[src/uip_pkg.sv]
// Purpose: shared constants and carrier types of the uart interrupt prioritizer
// Assumes: 32-bit apb data, one aligned word per register
// Notes:   source index order is also the priority order, index 0 highest
package uip_pkg;
    // ----------------------------------------
    // register map
    // ----------------------------------------
    localparam int unsigned ADDR_W = 5;
    localparam logic [4:0] OFF_ENABLE = 5'h00;
    localparam logic [4:0] OFF_IDENT = 5'h04;
    localparam logic [4:0] OFF_LSTAT = 5'h08;
    localparam logic [4:0] OFF_RXHOLD = 5'h0c;
    localparam logic [4:0] OFF_TXHOLD = 5'h10;
    localparam logic [4:0] OFF_EVT_STAT = 5'h14;
    localparam logic [4:0] OFF_EVT_MASK = 5'h18;

    // ----------------------------------------
    // enable register fields
    // ----------------------------------------
    localparam int unsigned EN_RX = 0;
    localparam int unsigned EN_TX = 1;
    localparam int unsigned EN_LS = 2;
    localparam int unsigned EN_MODEM = 3;
    localparam int unsigned EN_XOFF = 5;
    localparam int unsigned EN_RTS = 6;
    localparam int unsigned EN_CTS = 7;

    // ----------------------------------------
    // line status fields
    // ----------------------------------------
    localparam int unsigned LS_ERR_BIT = 7;
    localparam int unsigned LS_OVR_BIT = 1;

    // ----------------------------------------
    // sources, in priority order
    // ----------------------------------------
    localparam int unsigned NUM_SRC = 7;
    localparam int unsigned NUM_TYPES = 6;
    localparam int unsigned SRC_LS = 0;
    localparam int unsigned SRC_TMO = 1;
    localparam int unsigned SRC_RX = 2;
    localparam int unsigned SRC_TX = 3;
    localparam int unsigned SRC_MODEM = 4;
    localparam int unsigned SRC_XOFF = 5;
    localparam int unsigned SRC_FLOW = 6;

    // ----------------------------------------
    // identification codes, bit 0 set means nothing pending
    // ----------------------------------------
    localparam logic [5:0] CODE_NONE = 6'h01;
    localparam logic [5:0] CODE_LS = 6'h06;
    localparam logic [5:0] CODE_TMO = 6'h0c;
    localparam logic [5:0] CODE_RX = 6'h04;
    localparam logic [5:0] CODE_TX = 6'h02;
    localparam logic [5:0] CODE_MODEM = 6'h00;
    localparam logic [5:0] CODE_XOFF = 6'h10;
    localparam logic [5:0] CODE_FLOW = 6'h20;

    // ----------------------------------------
    // reset values
    // ----------------------------------------
    localparam logic [7:0] ENABLE_RST = 8'h00;
    localparam logic [7:0] IDENT_RST = 8'h01;
    localparam logic [5:0] EVT_MASK_RST = 6'h00;

    // ----------------------------------------
    // carriers
    // ----------------------------------------
    typedef struct packed {
        logic err_in_fifo;
        logic overrun_evt;
        logic rx_timeout_evt;
        logic rx_data_ready;
        logic rx_above_trig;
        logic fifo_enable;
        logic tx_holding_empty;
        logic tx_above_trig;
        logic modem_delta;
        logic xoff_evt;
        logic xon_evt;
        logic flow_evt;
        logic [7:0] line_status_in;
    } uip_src_t;

    typedef struct packed {
        logic rx_read;
        logic tx_write;
        logic [7:0] tx_data;
        logic lsr_read;
    } uip_strobe_t;
endpackage : uip_pkg

[src/uip_prio.sv]
// Purpose: fixed priority encoder from pending sources to identification code
// Assumes: pend bit 0 is the highest priority
// Notes:   purely combinational; the caller registers the result
`timescale 1ns/1ps
module uip_prio (
    input wire logic [uip_pkg::NUM_SRC-1:0] pend, // enabled pending sources
    output logic [5:0] code // code of the highest pending source
);
    function automatic logic [5:0] code_of(input int unsigned idx);
        case (idx)
            uip_pkg::SRC_LS: code_of = uip_pkg::CODE_LS;
            uip_pkg::SRC_TMO: code_of = uip_pkg::CODE_TMO;
            uip_pkg::SRC_RX: code_of = uip_pkg::CODE_RX;
            uip_pkg::SRC_TX: code_of = uip_pkg::CODE_TX;
            uip_pkg::SRC_MODEM: code_of = uip_pkg::CODE_MODEM;
            uip_pkg::SRC_XOFF: code_of = uip_pkg::CODE_XOFF;
            uip_pkg::SRC_FLOW: code_of = uip_pkg::CODE_FLOW;
            default: code_of = uip_pkg::CODE_NONE;
        endcase
    endfunction : code_of

    // lowest priority first so the highest pending source overwrites last
    always_comb begin
        code = uip_pkg::CODE_NONE;
        for (int i = uip_pkg::NUM_SRC - 1; i >= 0; i--) begin
            if (pend[i]) begin
                code = code_of(i);
            end
        end
    end
endmodule : uip_prio

[src/uip_top.sv]
// Purpose: interrupt generation and prioritization for one uart channel
// Assumes: source signals come from uart logic on core_clk, no synchronisers
// Notes:   apb slave, fixed one-cycle access phase
//
// What this block does
// - six types ranked, highest pending reported
// - each type has its own enable bit
// - all enable bits cleared silences uart_int; evt_irq keeps following sticky status
// - ident flags pending and gives type code
// - line status from errors in receive fifo
// - overrun cause cleared by line status read
// - receive time-out cleared by holding read
// - receive data from ready or trigger level
// - transmit empty cleared by ident read or holding write
// - ident resets to bit 0 set only
// - error summary follows errored characters in fifo
// - low enable bits select interrupt mode
//
// The APB slave port and the register addresses were left to the implementer.
`timescale 1ns/1ps
module uip_top (
    input wire logic core_clk, // 100 MHz clock
    input wire logic rst_n, // async reset, active low
    input wire logic psel, // apb select
    input wire logic penable, // apb enable
    input wire logic pwrite, // apb direction
    input wire logic [uip_pkg::ADDR_W-1:0] paddr, // apb byte address
    input wire logic [31:0] pwdata, // apb write data
    output logic [31:0] prdata, // apb read data
    output logic pready, // apb ready
    output logic pslverr, // apb error, unmapped address
    input wire uip_pkg::uip_src_t src, // uart core conditions and events
    output uip_pkg::uip_strobe_t strobe, // access pulses to the uart core
    output logic uart_int, // host interrupt, active high
    output logic irq_mode, // interrupt mode rather than polled
    output logic evt_irq // sticky event interrupt, active high
);
    // ----------------------------------------
    // declarations
    // ----------------------------------------
    logic [31:0] prdata_reg;
    logic pready_reg;
    logic pslverr_reg;
    logic [7:0] enable_reg;
    logic [7:0] ident_reg;
    logic uart_int_reg;
    logic irq_mode_reg;
    logic evt_irq_reg;
    logic [uip_pkg::NUM_TYPES-1:0] evt_stat_reg;
    logic [uip_pkg::NUM_TYPES-1:0] evt_mask_reg;
    logic [uip_pkg::NUM_TYPES-1:0] type_prev_reg;
    uip_pkg::uip_strobe_t strobe_reg;
    logic ovr_reg;
    logic ls_err_reg;
    logic tmo_reg;
    logic thr_reg;
    logic thr_prev_reg;
    logic xoff_reg;
    logic flow_reg;
    logic [uip_pkg::NUM_SRC-1:0] raw;
    logic [uip_pkg::NUM_SRC-1:0] src_en;
    logic [uip_pkg::NUM_SRC-1:0] pend;
    logic [uip_pkg::NUM_TYPES-1:0] type_pend;
    logic [5:0] code;
    logic setup;
    logic access;
    logic wr_en;
    logic rd_en;
    logic rx_cond;
    logic thr_cond;
    logic thr_rise;
    logic ident_rd;
    logic lsr_rd;
    logic rhr_rd;
    logic thr_wr;
    logic [7:0] lstat_view;

    function automatic logic addr_ok(input logic [uip_pkg::ADDR_W-1:0] a);
        case (a)
            uip_pkg::OFF_ENABLE, uip_pkg::OFF_IDENT, uip_pkg::OFF_LSTAT,
            uip_pkg::OFF_RXHOLD, uip_pkg::OFF_TXHOLD, uip_pkg::OFF_EVT_STAT,
            uip_pkg::OFF_EVT_MASK: addr_ok = 1'b1;
            default: addr_ok = 1'b0;
        endcase
    endfunction : addr_ok

    // ----------------------------------------
    // apb slave
    // ----------------------------------------
    assign setup = psel & ~penable;
    assign access = psel & penable & pready_reg;
    assign wr_en = access & pwrite & addr_ok(paddr);
    assign rd_en = access & ~pwrite & addr_ok(paddr);
    assign ident_rd = rd_en & (paddr == uip_pkg::OFF_IDENT);
    assign lsr_rd = rd_en & (paddr == uip_pkg::OFF_LSTAT);
    assign rhr_rd = rd_en & (paddr == uip_pkg::OFF_RXHOLD);
    assign thr_wr = wr_en & (paddr == uip_pkg::OFF_TXHOLD);

    always_comb begin
        lstat_view = src.line_status_in;
        lstat_view[uip_pkg::LS_ERR_BIT] = ls_err_reg;
        lstat_view[uip_pkg::LS_OVR_BIT] = ovr_reg;
    end

    // read data is captured in the setup cycle and held through the access
    always_ff @(posedge core_clk or negedge rst_n) begin
        if (!rst_n) begin
            pready_reg <= 1'b0;
            pslverr_reg <= 1'b0;
            prdata_reg <= 32'h0000_0000;
        end else begin
            pready_reg <= setup;
            if (setup) begin
                pslverr_reg <= ~addr_ok(paddr);
                case (paddr)
                    uip_pkg::OFF_ENABLE: prdata_reg <= {24'h000000, enable_reg};
                    uip_pkg::OFF_IDENT: prdata_reg <= {24'h000000, ident_reg};
                    uip_pkg::OFF_LSTAT: prdata_reg <= {24'h000000, lstat_view};
                    uip_pkg::OFF_EVT_STAT: prdata_reg <= {26'h0000000, evt_stat_reg};
                    uip_pkg::OFF_EVT_MASK: prdata_reg <= {26'h0000000, evt_mask_reg};
                    default: prdata_reg <= 32'h0000_0000;
                endcase
            end else if (access) begin
                pslverr_reg <= 1'b0;
            end
        end
    end

    always_ff @(posedge core_clk or negedge rst_n) begin
        if (!rst_n) begin
            enable_reg <= uip_pkg::ENABLE_RST;
        end else if (wr_en && paddr == uip_pkg::OFF_ENABLE) begin
            enable_reg <= pwdata[7:0];
        end
    end

    // holding register data is owned by the uart core; we only pulse it
    always_ff @(posedge core_clk or negedge rst_n) begin
        if (!rst_n) begin
            strobe_reg <= '0;
        end else begin
            strobe_reg.rx_read <= rhr_rd;
            strobe_reg.tx_write <= thr_wr;
            strobe_reg.lsr_read <= lsr_rd;
            if (thr_wr) begin
                strobe_reg.tx_data <= pwdata[7:0];
            end
        end
    end

    // ----------------------------------------
    // source conditions
    // ----------------------------------------
    assign rx_cond = src.fifo_enable ? src.rx_above_trig : src.rx_data_ready;
    assign thr_cond = src.fifo_enable ? src.tx_above_trig : src.tx_holding_empty;
    assign thr_rise = thr_cond & ~thr_prev_reg;

    // overrun cleared by status read, a new event wins
    always_ff @(posedge core_clk or negedge rst_n) begin
        if (!rst_n) begin
            ovr_reg <= 1'b0;
            ls_err_reg <= 1'b0;
        end else begin
            ovr_reg <= src.overrun_evt | (ovr_reg & ~lsr_rd);
            ls_err_reg <= src.err_in_fifo;
        end
    end

    always_ff @(posedge core_clk or negedge rst_n) begin
        if (!rst_n) begin
            tmo_reg <= 1'b0;
        end else begin
            tmo_reg <= src.rx_timeout_evt | (tmo_reg & ~rhr_rd);
        end
    end

    // transmit empty edge, cleared by write or ident read of it
    always_ff @(posedge core_clk or negedge rst_n) begin
        if (!rst_n) begin
            thr_reg <= 1'b0;
            thr_prev_reg <= 1'b0;
        end else begin
            thr_prev_reg <= thr_cond;
            thr_reg <= thr_rise | (thr_reg & ~(thr_wr |
                       (ident_rd && prdata_reg[5:0] == uip_pkg::CODE_TX)));
        end
    end

    // flow sources stay sticky until their clearing action
    always_ff @(posedge core_clk or negedge rst_n) begin
        if (!rst_n) begin
            xoff_reg <= 1'b0;
            flow_reg <= 1'b0;
        end else begin
            xoff_reg <= src.xoff_evt | (xoff_reg & ~(src.xon_evt | ident_rd));
            flow_reg <= src.flow_evt | (flow_reg & ~ident_rd);
        end
    end

    // ----------------------------------------
    // gating and priority
    // ----------------------------------------
    // raw source conditions, bit index in priority order
    assign raw = {flow_reg, xoff_reg, src.modem_delta, thr_reg, rx_cond, tmo_reg,
                  ovr_reg | ls_err_reg};
    // per-type enables, all zero masks every source
    assign src_en = {enable_reg[uip_pkg::EN_RTS] | enable_reg[uip_pkg::EN_CTS],
                     enable_reg[uip_pkg::EN_XOFF], enable_reg[uip_pkg::EN_MODEM],
                     enable_reg[uip_pkg::EN_TX], enable_reg[uip_pkg::EN_RX],
                     enable_reg[uip_pkg::EN_RX], enable_reg[uip_pkg::EN_LS]};
    assign pend = raw & src_en;

    uip_prio u_prio (
        .pend(pend),
        .code(code)
    );

    always_ff @(posedge core_clk or negedge rst_n) begin
        if (!rst_n) begin
            ident_reg <= uip_pkg::IDENT_RST;
        end else begin
            ident_reg <= {2'b00, code};
        end
    end

    always_ff @(posedge core_clk or negedge rst_n) begin
        if (!rst_n) begin
            uart_int_reg <= 1'b0;
            irq_mode_reg <= 1'b0;
        end else begin
            uart_int_reg <= |pend;
            irq_mode_reg <= |enable_reg[3:0];
        end
    end

    // ----------------------------------------
    // sticky event status, write one to clear, set wins
    // ----------------------------------------
    assign type_pend = {pend[uip_pkg::SRC_FLOW], pend[uip_pkg::SRC_XOFF],
                        pend[uip_pkg::SRC_MODEM], pend[uip_pkg::SRC_TX],
                        pend[uip_pkg::SRC_TMO] | pend[uip_pkg::SRC_RX],
                        pend[uip_pkg::SRC_LS]};

    always_ff @(posedge core_clk or negedge rst_n) begin
        if (!rst_n) begin
            evt_stat_reg <= '0;
            evt_mask_reg <= uip_pkg::EVT_MASK_RST;
            type_prev_reg <= '0;
            evt_irq_reg <= 1'b0;
        end else begin
            type_prev_reg <= type_pend;
            if (wr_en && paddr == uip_pkg::OFF_EVT_STAT) begin
                evt_stat_reg <= (evt_stat_reg & ~pwdata[5:0]) | (type_pend & ~type_prev_reg);
            end else begin
                evt_stat_reg <= evt_stat_reg | (type_pend & ~type_prev_reg);
            end
            if (wr_en && paddr == uip_pkg::OFF_EVT_MASK) begin
                evt_mask_reg <= pwdata[5:0];
            end
            evt_irq_reg <= |(evt_stat_reg & evt_mask_reg);
        end
    end

    assign prdata = prdata_reg;
    assign pready = pready_reg;
    assign pslverr = pslverr_reg;
    assign strobe = strobe_reg;
    assign uart_int = uart_int_reg;
    assign irq_mode = irq_mode_reg;
    assign evt_irq = evt_irq_reg;
endmodule : uip_top

[config.mk]
export PLATFORM = sky130hd
export DESIGN_NAME = uip_top
export DESIGN_NICKNAME = d
export VERILOG_FILES = /design/src/uip_pkg.sv /design/src/uip_prio.sv /design/src/uip_top.sv
export SDC_FILE = /design/constraint.sdc
export NUM_CORES = 1
export LEC_CHECK = 0
export ABC_AREA = 0
export BUFFER_PORTS_ARGS = -buffer_cell sky130_fd_sc_hd__buf_2
export CAP_MARGIN = 0
export CORE_AREA = 2 2 57 113
export DETAILED_ROUTE_END_ITERATION = 12
export DIE_AREA = 0 0 59 115
export MAX_ROUTING_LAYER = met4
export PLACE_DENSITY = 0.87
export SETUP_SLACK_MARGIN = 0.15
export SLEW_MARGIN = 10
export SYNTH_ARGS = -nofsm -noshare
export SYNTH_HDL_FRONTEND = slang
export SYNTH_SLANG_ARGS = --single-unit
[constraint.sdc]
create_clock -name core_clk -period 2.3 [get_ports core_clk]
set_input_delay 0.345 -clock core_clk [delete_from_list [all_inputs] [get_ports core_clk]]
set_output_delay 0.345 -clock core_clk [all_outputs]
set_load 0.005 [all_outputs]
* After elaboration in Yosys (flattened, before gate mapping)
Index checks and enable logic that the tools add are counted.
** Cells by class
- Eq/ne operators :: 7
- Mux-type cells :: 15
- Bitwise operators :: 44
- Reduce and logical (&&, ||, !) cells :: 10
** Operator list (number)
- $mux 6 :: 8
- $pmux 8 s5 :: 1
- $and 6x6->6 :: 3
- $and 1x1->1 :: 17
- $eq 5x5->1 const B :: 3
- $reduce_or 7->1 :: 2
- $not 6->6 :: 2
- $or 6x6->6 :: 2
- $eq 5x4->1 const B :: 2
- $or 1x1->1 :: 10
- $not 1->1 :: 9
- $and 7x7->7 :: 1
- $eq 6x2->1 const B :: 1
- $mux 1 :: 6
- $reduce_or 6->1 :: 1
- $eq 5x3->1 const B :: 1
- $logic_not 5->1 :: 1
- $logic_and 1x1->1 :: 4
- $reduce_or 4->1 :: 1
- $reduce_bool 2->1 :: 1
** Storage, ports and cells
- Register bits after elaboration :: 87
- Bits of input ports :: 62
- Output and inout port bits :: 48
- Word-level logic and storage cells :: 98

* Logic depth before layout (Yosys ltp)
Gate-level depths: netlist (run 1).
- Word-level depth :: 10
- Mapped depth :: 6
- Mapped depth without buffers :: 5

* Hierarchy
Synthesis (run 1) repeated with hierarchy kept, for this count alone.
** Unflattened totals
- Cell total of the unflattened synthesis :: 242
- Area, all modules :: 2889.0 um^2
** By module, submodules not included
- uip_top :: times used 1, cells each 233, area each 2815.2 um^2, sequential area each 1577.8 um^2
- uip_prio :: times used 1, cells each 9, area each 73.8 um^2, sequential area each 0.0 um^2

* Worst setup path before layout (run 1)
Ideal clock, no wire load.
- Path type :: input -> register
- From :: input port paddr[3] in the netlist's numbering
- To :: register evt_mask_reg[0] in the netlist's numbering
- Setup time :: 0.125 ns
- Arrival :: 1.741 ns
- Required time :: 2.175 ns
- Slack :: 0.434 ns
- Stages on the path :: 4
- Buffers on the path :: 1
- Cells stage by stage :: buf_2 or4b_2 nor2_4 mux2_2
** Between the ends
- Longest elaborated chain between the ends :: 5
- Elaborated cells between the ends (all ways) :: 11
- Those cells by class :: 6 x eq/ne; 1 x mux; 1 x bitwise; 3 x reduce/logical
** RTL lines
- start: declaration :: line uip_top.sv:27 : input wire logic [uip_pkg::ADDR_W-1:0] paddr,
- $eq 5x3->1, or another cell as far along :: line uip_top.sv:79 : case (a)
- $reduce_or 7->1 :: line uip_top.sv:79
- $mux 1 :: line uip_top.sv:79
- $and 1x1->1 :: line uip_top.sv:92 : assign wr_en = access & pwrite & addr_ok(paddr);
- $logic_and 1x1->1 * :: line uip_top.sv:257 : if (wr_en && paddr == uip_pkg::OFF_EVT_MASK) begin
- end signal: assignment :: line uip_top.sv:247 : evt_mask_reg <= uip_pkg::EVT_MASK_RST;
- end signal: assignment :: line uip_top.sv:258 : evt_mask_reg <= pwdata[5:0];
- end: declaration :: line uip_top.sv:50 : logic [uip_pkg::NUM_TYPES-1:0] evt_mask_reg;
Every way passes the cells marked *; elsewhere a longest branch is shown, timed or not.
A chain may end at the register's enable or synchronous reset.

* Worst setup path in the final report (run 1)
- From :: register pready_reg, in the netlist pready
- To :: register strobe_reg (netlist bit strobe[5])
** Between the ends
- Longest elaborated chain between the ends :: 4
** RTL lines
- start: declaration :: line uip_top.sv:42 : logic pready_reg;
- start signal: assignment :: line uip_top.sv:112 : pready_reg <= setup;
- $and 1x1->1 :: line uip_top.sv:91 : assign access = psel & penable & pready_reg;
- $and 1x1->1 (2 in a row) :: line uip_top.sv:92
- $and 1x1->1 :: line uip_top.sv:97 : assign thr_wr = wr_en & (paddr == uip_pkg::OFF_TXHOLD);
- via thr_wr :: line uip_top.sv:75 : logic thr_wr;
- end: declaration :: line uip_top.sv:52 : uip_pkg::uip_strobe_t strobe_reg;
The timed path passes the listed nets, and every way through them passes these cells.

==> results of run 1 <==
per-layer routing:
layer | GRT usage [%] | vias to the layer above | part of all wire [%]
met1 | 24.24 | 1045 | 39
met2 | 34.22 | 87 | 52
met5 | - | - | 0
met4 | 11.82 | 0 | 3.3
met3 | 5.399 | 23 | 5.3
li1 | - | 959 | -
worst reg2reg max path, cell delays in order (launching register included):
cell and delay, ns:
dfrtp_1 0.37, nand4_1 0.17, or3_4 0.41, nor4_4 0.14, buf_4 0.25, mux2_2 0.36
kinds of logic (layout without fill, tap and decap cells):
group / Yosys count / count (layout) / share of synthesized area (%)
DFF: 63 / 63 / 55.60
buffers and inverters: 43 / 96 / 9.259
muxes: 36 / 36 / 13.76
AOI/OAI and AO/OA: 42 / 42 / 9.612
and+or+nand+nor: 59 / 59 / 11.64
other: 1 / 24 / 0.1321
final cells by class:
cell class	instances	area share [%]
clock buffers	13	7.613
flip-flops and latches	63	46.16
repair buffers	66	10.18
clock inverters	3	0.5124
inverters	14	1.537
multi-input cells	161	31.70
well taps	63	2.306
synthesized netlist by cell type, drive strengths merged (2+ instances only):
master,count
dfrtp,62
buf,28
nand2,25
mux2,24
o21ai,15
inv,14
mux2i,12
nor2,8
o2bb2ai,6
a21oi,4
a22oi,4
o22ai,4
nand3,3
nor3,3
nor4,3
or4b,3
nand2b,2
nand4,2
nor2b,2
o21bai,2
o31ai,2
or4,2
stage by stage:
stage | hold WS (ns) | power [mW]
floorplan | 0.04941 | 1.326
global placement | 0.3971 | 1.389
detailed placement | 0.4001 | 1.400
CTS | 0.1231 | 2.630
global route | 0.1302 | 2.712
finish | 0.1327 | 2.617
report_power, final:
part           switching, mW  total (mW)  internal (mW)
Clock                  0.450        1.23          0.783
Sequential            0.0285        1.19           1.16
Combinational          0.112       0.197         0.0845
Total                  0.591        2.62           2.03
final timing paths:
check                                           start                          end  slack [ns]  depth (start not counted)
hold / removal                                src[19]         ls_err_reg$_DFF_PN0_        0.13                          1
max in group asynchronous                       rst_n  evt_mask_reg[3]$_DFFE_PN0P_        1.61                          2
setup reg to reg                     pready$_DFF_PN0_        strobe[5]$_DFFE_PN0P_        0.50                          5
min in group asynchronous                       rst_n             pready$_DFF_PN0_        0.19                          2
setup / recovery                     pready$_DFF_PN0_        strobe[5]$_DFFE_PN0P_        0.50                          5
hold reg to reg            type_prev_reg[1]$_DFF_PN0_    evt_stat_reg[1]$_DFF_PN0_        0.41                          1
cell usage in the layout (no fill, tap or decap), drive strengths merged, types with 3 or more instances in the layout:
master   synthesis  layout
a21oi            4       4
clkbuf           1      13
nand2           25      25
nor4             3       3
nand3            3       3
buf             28      66
a22oi            4       4
inv             14      14
nor2             8       8
o2bb2ai          6       6
nor3             3       3
dfrtp           62      62
mux2i           12      12
mux2            24      24
o21ai           15      15
conb             1      24
or4b             3       3
o22ai            4       4
==> impl_results.md, run 1 <==
- Final core occ: ~58%
- Tightest Pin Transition: 0.7728 ns
- Post-Syn Area: ~2800 µm²
- Post-synth top area cell: dfrtp_1
- Initial antenna violation count: 0
- Largest net degree at the start of global routing: 64
- CP delay by family, top: simple AND/OR/NAND/NOR gates
- Min Clock Period, post-route: around 1.8 ns
- Via density: 5.520
- Most used DFF post-synth: dfrtp_1
- Fin worst setup slack: around 0.50 ns
- Avg Inst Size Synth: 11.63 µm²
- FF+latch count, synth: 63
- Setup TNS: 0 ns
- F_max: 0.5551 GHz
- GRT overflow: 0
- Slew Limit Fails: 0
- Antenna cells: 0
- Clock tree buffer depth: 2
- Asr flop ratio synth: 100.0%
- Crit Path Class: reg2reg
- First-pass GRT wire length: 10370 µm
- Max-cap violation count: 0
- Hpwl dp: 4807 µm
- CP max stage cell: or3_4
- GPL Wtd Cong: 0.8814
- Seq/Total Area, Yosys: 55.60%
- Post-route cell area: between 3000 and 4000 µm²
- Yosys cell types: 42
- Hold bufs inserted after CTS: 0
- Placeable Area: approximately 5900 µm²
- Ys Warns: 0
- Post-CTS Setup Inserts: 0
- Critical path capture point type: flip-flop
- Die H: 115 µm
- Layout area overhead: 20.46%
- Total number of H-tree levels: 3
- CP startpoint kind: flip-flop
- Global Route Usage Sum: 21.54%
- Clock Sinks: 63
- WL/cell: 17.11 µm
- Num CTS Buffers: 9
- Pre-CTS setup slack: ~0.23 ns
- Syn Inst Count: 244
- Rows: 40
- Worst skew pair latency: 0.32 ns
- Post-synth EDFFs: 0
- Crit Path Max Fanout: 10
- Hold Violations, Final: 0
- Crit-path max cell delay: 0.41 ns
- Placed cell count: approximately 370
- Tightest Hold Check Type: in2reg
- Drt pass-1 iters: 4
- Leakage power: 1.826 nW
- Die width: roughly 60 µm
- PostCTS Resize Cnt: 0
- Skew final: 0.004690 ns
- Critical path arrival: between 2 and 2.5 ns
- Status: finished clean
- Worst slew margin: between 40 and 50%
- Initial Util: approximately half
- Largest cells by area after synthesis: dfrtp_1 55%, mux2_2 9.5%, buf_4 6.3%
- Fillers: 539
- CTS root buf: clkbuf_16
- Layout cells sized above 1: 35.63%
- Storage cell area: 1578 µm²
- # port buffers: 59
- Routed wire length: around 6600 µm
- Final #Nets: 377
- Cell Chain, Critical Path: nand4_1 -> or3_4 -> nor4_4 -> buf_4 -> mux2_2
- Share of the synthesized area in the top cell type: 54.67%
- ANT nets after route: 0
- RSZ-0062 raised after global routing: false
- DR DRC count: 0
- Multi-input gate area in the final layout: 1084 µm²
- Pwr/cell area: 765.5 nW/µm²
- Maximum vdd drop: ~600 µV
- Final period util: 78.32%
- IO Pins: 110
- Iter 0 DRT Violations: 91
- Worst-path clk slew: 0.05 ns
- Die area: roughly 6800 µm²
- Area after DPL: 3141 µm²
- Final setup vio count: 0
- Total number of vias: between 2000 and 2500
- Post-Layout Cell Count: 383
- Worst path bufs/invs: 1
- CTS tree: built
- CP required: around 2.5 ns
- Number of global-route vias before repair: 2226
- Max FFs per register: 11
Power figures use the tool's default switching activity.
==> inputs of run 2 (changes only) <==
- ABC_AREA: 0 -> 1
- CORE_AREA: 2 2 57 113 -> 2 2 59 117
- DIE_AREA: 0 0 59 115 -> 0 0 61 119
- clock period: 2.3 -> 1.85 ns (I/O delays scaled with it)
==> impl_results.md, run 2 <==
- Most frequent cells in the layout: 70 x nand2_1, 62 x dfrtp_1, 59 x buf_2, 36 x inv_1, 28 x nand3_1
- Post-CTS Setup Inserts: 0
- Critical path capture point type: flip-flop
- Antenna cells: 0
- Worst r2r src: enable_reg[0]$_DFFE_PN0P_
- Seq/Total Area, Yosys: 50.91%
- Rows: 42
- Top-count cell post-synth: nand2_1
- ANT nets after route: 0
- Iter 0 DRT Violations: 173
- Final period util: 79.86%
- Die area: 7259 µm²
- Routed wire length: 7057 µm
- Total number of vias: around 2500
- CTS root buf: clkbuf_16
- Clock tree buffer depth: 2
- Placed cell count: 478
- DR DRC count: 0
- Max FFs per register: 11
- FF+latch count, synth: 63
- Hpwl dp: 5228 µm
- Layout cells sized above 1: 29.06%
- Commonest cells post-synth: 70 x nand2_1, 62 x dfrtp_1, 36 x inv_1
- Initial antenna violation count: 0
- GRT overflow: 0
- Drt pass-1 iters: 5
- Reg2Reg Depth: 5
- Min Clock Period, post-route: 1.477 ns
- First-pass GRT wire length: 11340 µm
- Initial Util: between 40% and 50%
- Tightest Hold Check Type: in2reg
- Largest net degree at the start of global routing: between 60 and 70
- Critical path arrival: 1.65 ns
- Crit Path Class: reg2reg
- CTS tree: built
- Status: finished clean
- Setup TNS: 0 ns
- Worst-path clk slew: 0.05 ns
- Yosys cell types: 31
- Hold Startpoint: src[19]
- Syn Inst Count: 335
- Hold path depth: 1
- CP startpoint kind: flip-flop
- Skew final: 0.005236 ns
- F_max: 0.6768 GHz
- Crit-path max cell delay: 0.45 ns
- Final setup vio count: 0
- Crit Path Max Fanout: 5
- # port buffers: 59
- Global Route Usage Sum: roughly 22%
- Commonest non-fill, non-tap cell in the layout: nand2_1
- Num CTS Buffers: 9
- Number of global-route vias before repair: 2451
- Die H: 119 µm
- Slew Limit Fails: 0
- R2R setup slack: 0.37 ns
- CP max stage cell: dfrtp_1
- CP required: 2.02 ns
- Leakage power: 2.015 nW
- Max-cap violation count: 0
- Post-Layout Cell Count: 494
- Ys Warns: 0
- Maximum vdd drop: 600.3 µV
- Hold Violations, Final: 0
- Asr flop ratio synth: 100.0%
- Placeable Area: 6464 µm²
- Die width: 61 µm
- Share of the synthesized area in the top cell type: about half
- Worst hold endpoint: ls_err_reg$_DFF_PN0_
- Avg Inst Size Synth: between 9 and 10 µm²
- Post-synth top area cell: dfrtp_1
- Final #Nets: roughly 460
- Cell Chain, Critical Path: nand2_1 -> inv_1 -> o21bai_1 -> nor3_1 -> nand3_1
- Layout area overhead: 17.80%
- Total number of H-tree levels: 3
- Pwr/cell area: around 880 nW/µm²
- RSZ-0062 raised after global routing: false
- IO Pins: 110
- Via density: 4.984
- WL/cell: 14.29 µm
- Clock Sinks: 63
- Post-synth EDFFs: 0
- Crit Reg-Reg Endpoint: uart_int$_DFF_PN0_
- GPL Wtd Cong: 0.9596
- Worst skew pair latency: 0.33 ns
- Largest cells by area after synthesis: dfrtp_1 50%, nand2_1 8.5%, buf_4 6.5%
- Most used DFF post-synth: dfrtp_1
- Fillers: 593
- Post-Syn Area: 3099 µm²
run 2: changes by cell type in the layout (fill, tap and decap cells not counted), moves of 6 or more:
cell,previous run,this run
mux2i_1,12,0
nor2_4,1,7
nand2_1,25,70
nand4_1,2,12
o2bb2ai_1,6,0
o21ai_2,0,14
inv_1,13,36
nand3_1,3,28
o21bai_1,2,10
mux2_2,24,1
nand2_2,0,8
o21ai_1,1,15
run 2: layer usage:
| layer | up-vias | part of all wire, % | global-route usage, % |
|---|---|---|---|
| li1 | 1182 | - | - |
| met1 | 1167 | 38 | 24.93 |
| met2 | 91 | 53 | 35.08 |
| met3 | 22 | 5.0 | 4.995 |
| met4 | 0 | 3.9 | 12.09 |
| met5 | - | 0 | - |
run 2: cell families (layout without fill, tap and decap cells):
family                 after synthesis  in the layout  share of synthesized area [%]
AO/OA/AOI/OAI                       51             51                          10.86
buffers and inverters               71            119                          13.20
flip-flops                          63             63                          50.91
multiplexers                         1              1                         0.3633
other                                1             24                         0.1210
AND/OR/NAND/NOR                    148            148                          24.55
run 2: how the worst max path moves through the flow:
stage / start / end / slack, ns / depth (start not counted)
after global routing: enable_reg[0]$_DFFE_PN0P_ / uart_int$_DFF_PN0_ / 0.23 / 5
after floorplan: pready$_DFF_PN0_ / evt_mask_reg[4]$_DFFE_PN0P_ / 0.59 / 6
after CTS: pready$_DFF_PN0_ / thr_reg$_DFF_PN0_ / 0.37 / 7
after global placement: paddr[4] / thr_reg$_DFF_PN0_ / 0.26 / 9
final: enable_reg[0]$_DFFE_PN0P_ / uart_int$_DFF_PN0_ / 0.37 / 5
after detailed placement: paddr[4] / thr_reg$_DFF_PN0_ / 0.23 / 9
run 2: where the power goes:
part	internal [mW]	switching, mW
clock	0.931	0.529
combinational	0.0972	0.177
sequential	1.44	0.0402
run 2: per-stage QoR:
step / setup slack, ns / hold WS (ns) / cell area (µm²) / util (%) / power (mW)
detailed placement: 0.2298 / 0.3134 / 3382 / 52.32 / 1.776
global route: 0.2281 / 0.04968 / 3651 / 56.48 / 3.341
CTS: 0.3688 / 0.04873 / 3651 / 56.48 / 3.246
global placement: 0.2605 / 0.3108 / 3382 / 52.32 / 1.764
floorplan: 0.5941 / -0.01809 / 3186 / - / 1.672
finish: 0.3726 / 0.05339 / 3651 / 56.48 / 3.216
run 2: critical path, delay by kind of cell, from the launching register on:
family / cells / cell delay, ns
compound gates: 1 / 0.20
buf+inv: 1 / 0.04
flops: 1 / 0.45
simple gates: 3 / 0.62
run 2: area by class of cell:
type	count	area, µm²	area share, %
Sequential cell	63	1578	43.21
Multi-Input combinational cell	224	1199	32.83
Timing Repair Buffer	66	362.8	9.938
Clock buffer	14	254.0	6.957
Inverter	38	142.6	3.907
Tap cell	88	110.1	3.016
Clock inverter	1	5.005	0.1371
run 2: what timing repair did:
action / CTS / global route
endpoints found under the setup margin: 0 / 0
hold endpoints to repair: 62 / 0
hold buffers: 1 / 0
resized for setup: 0 / 0
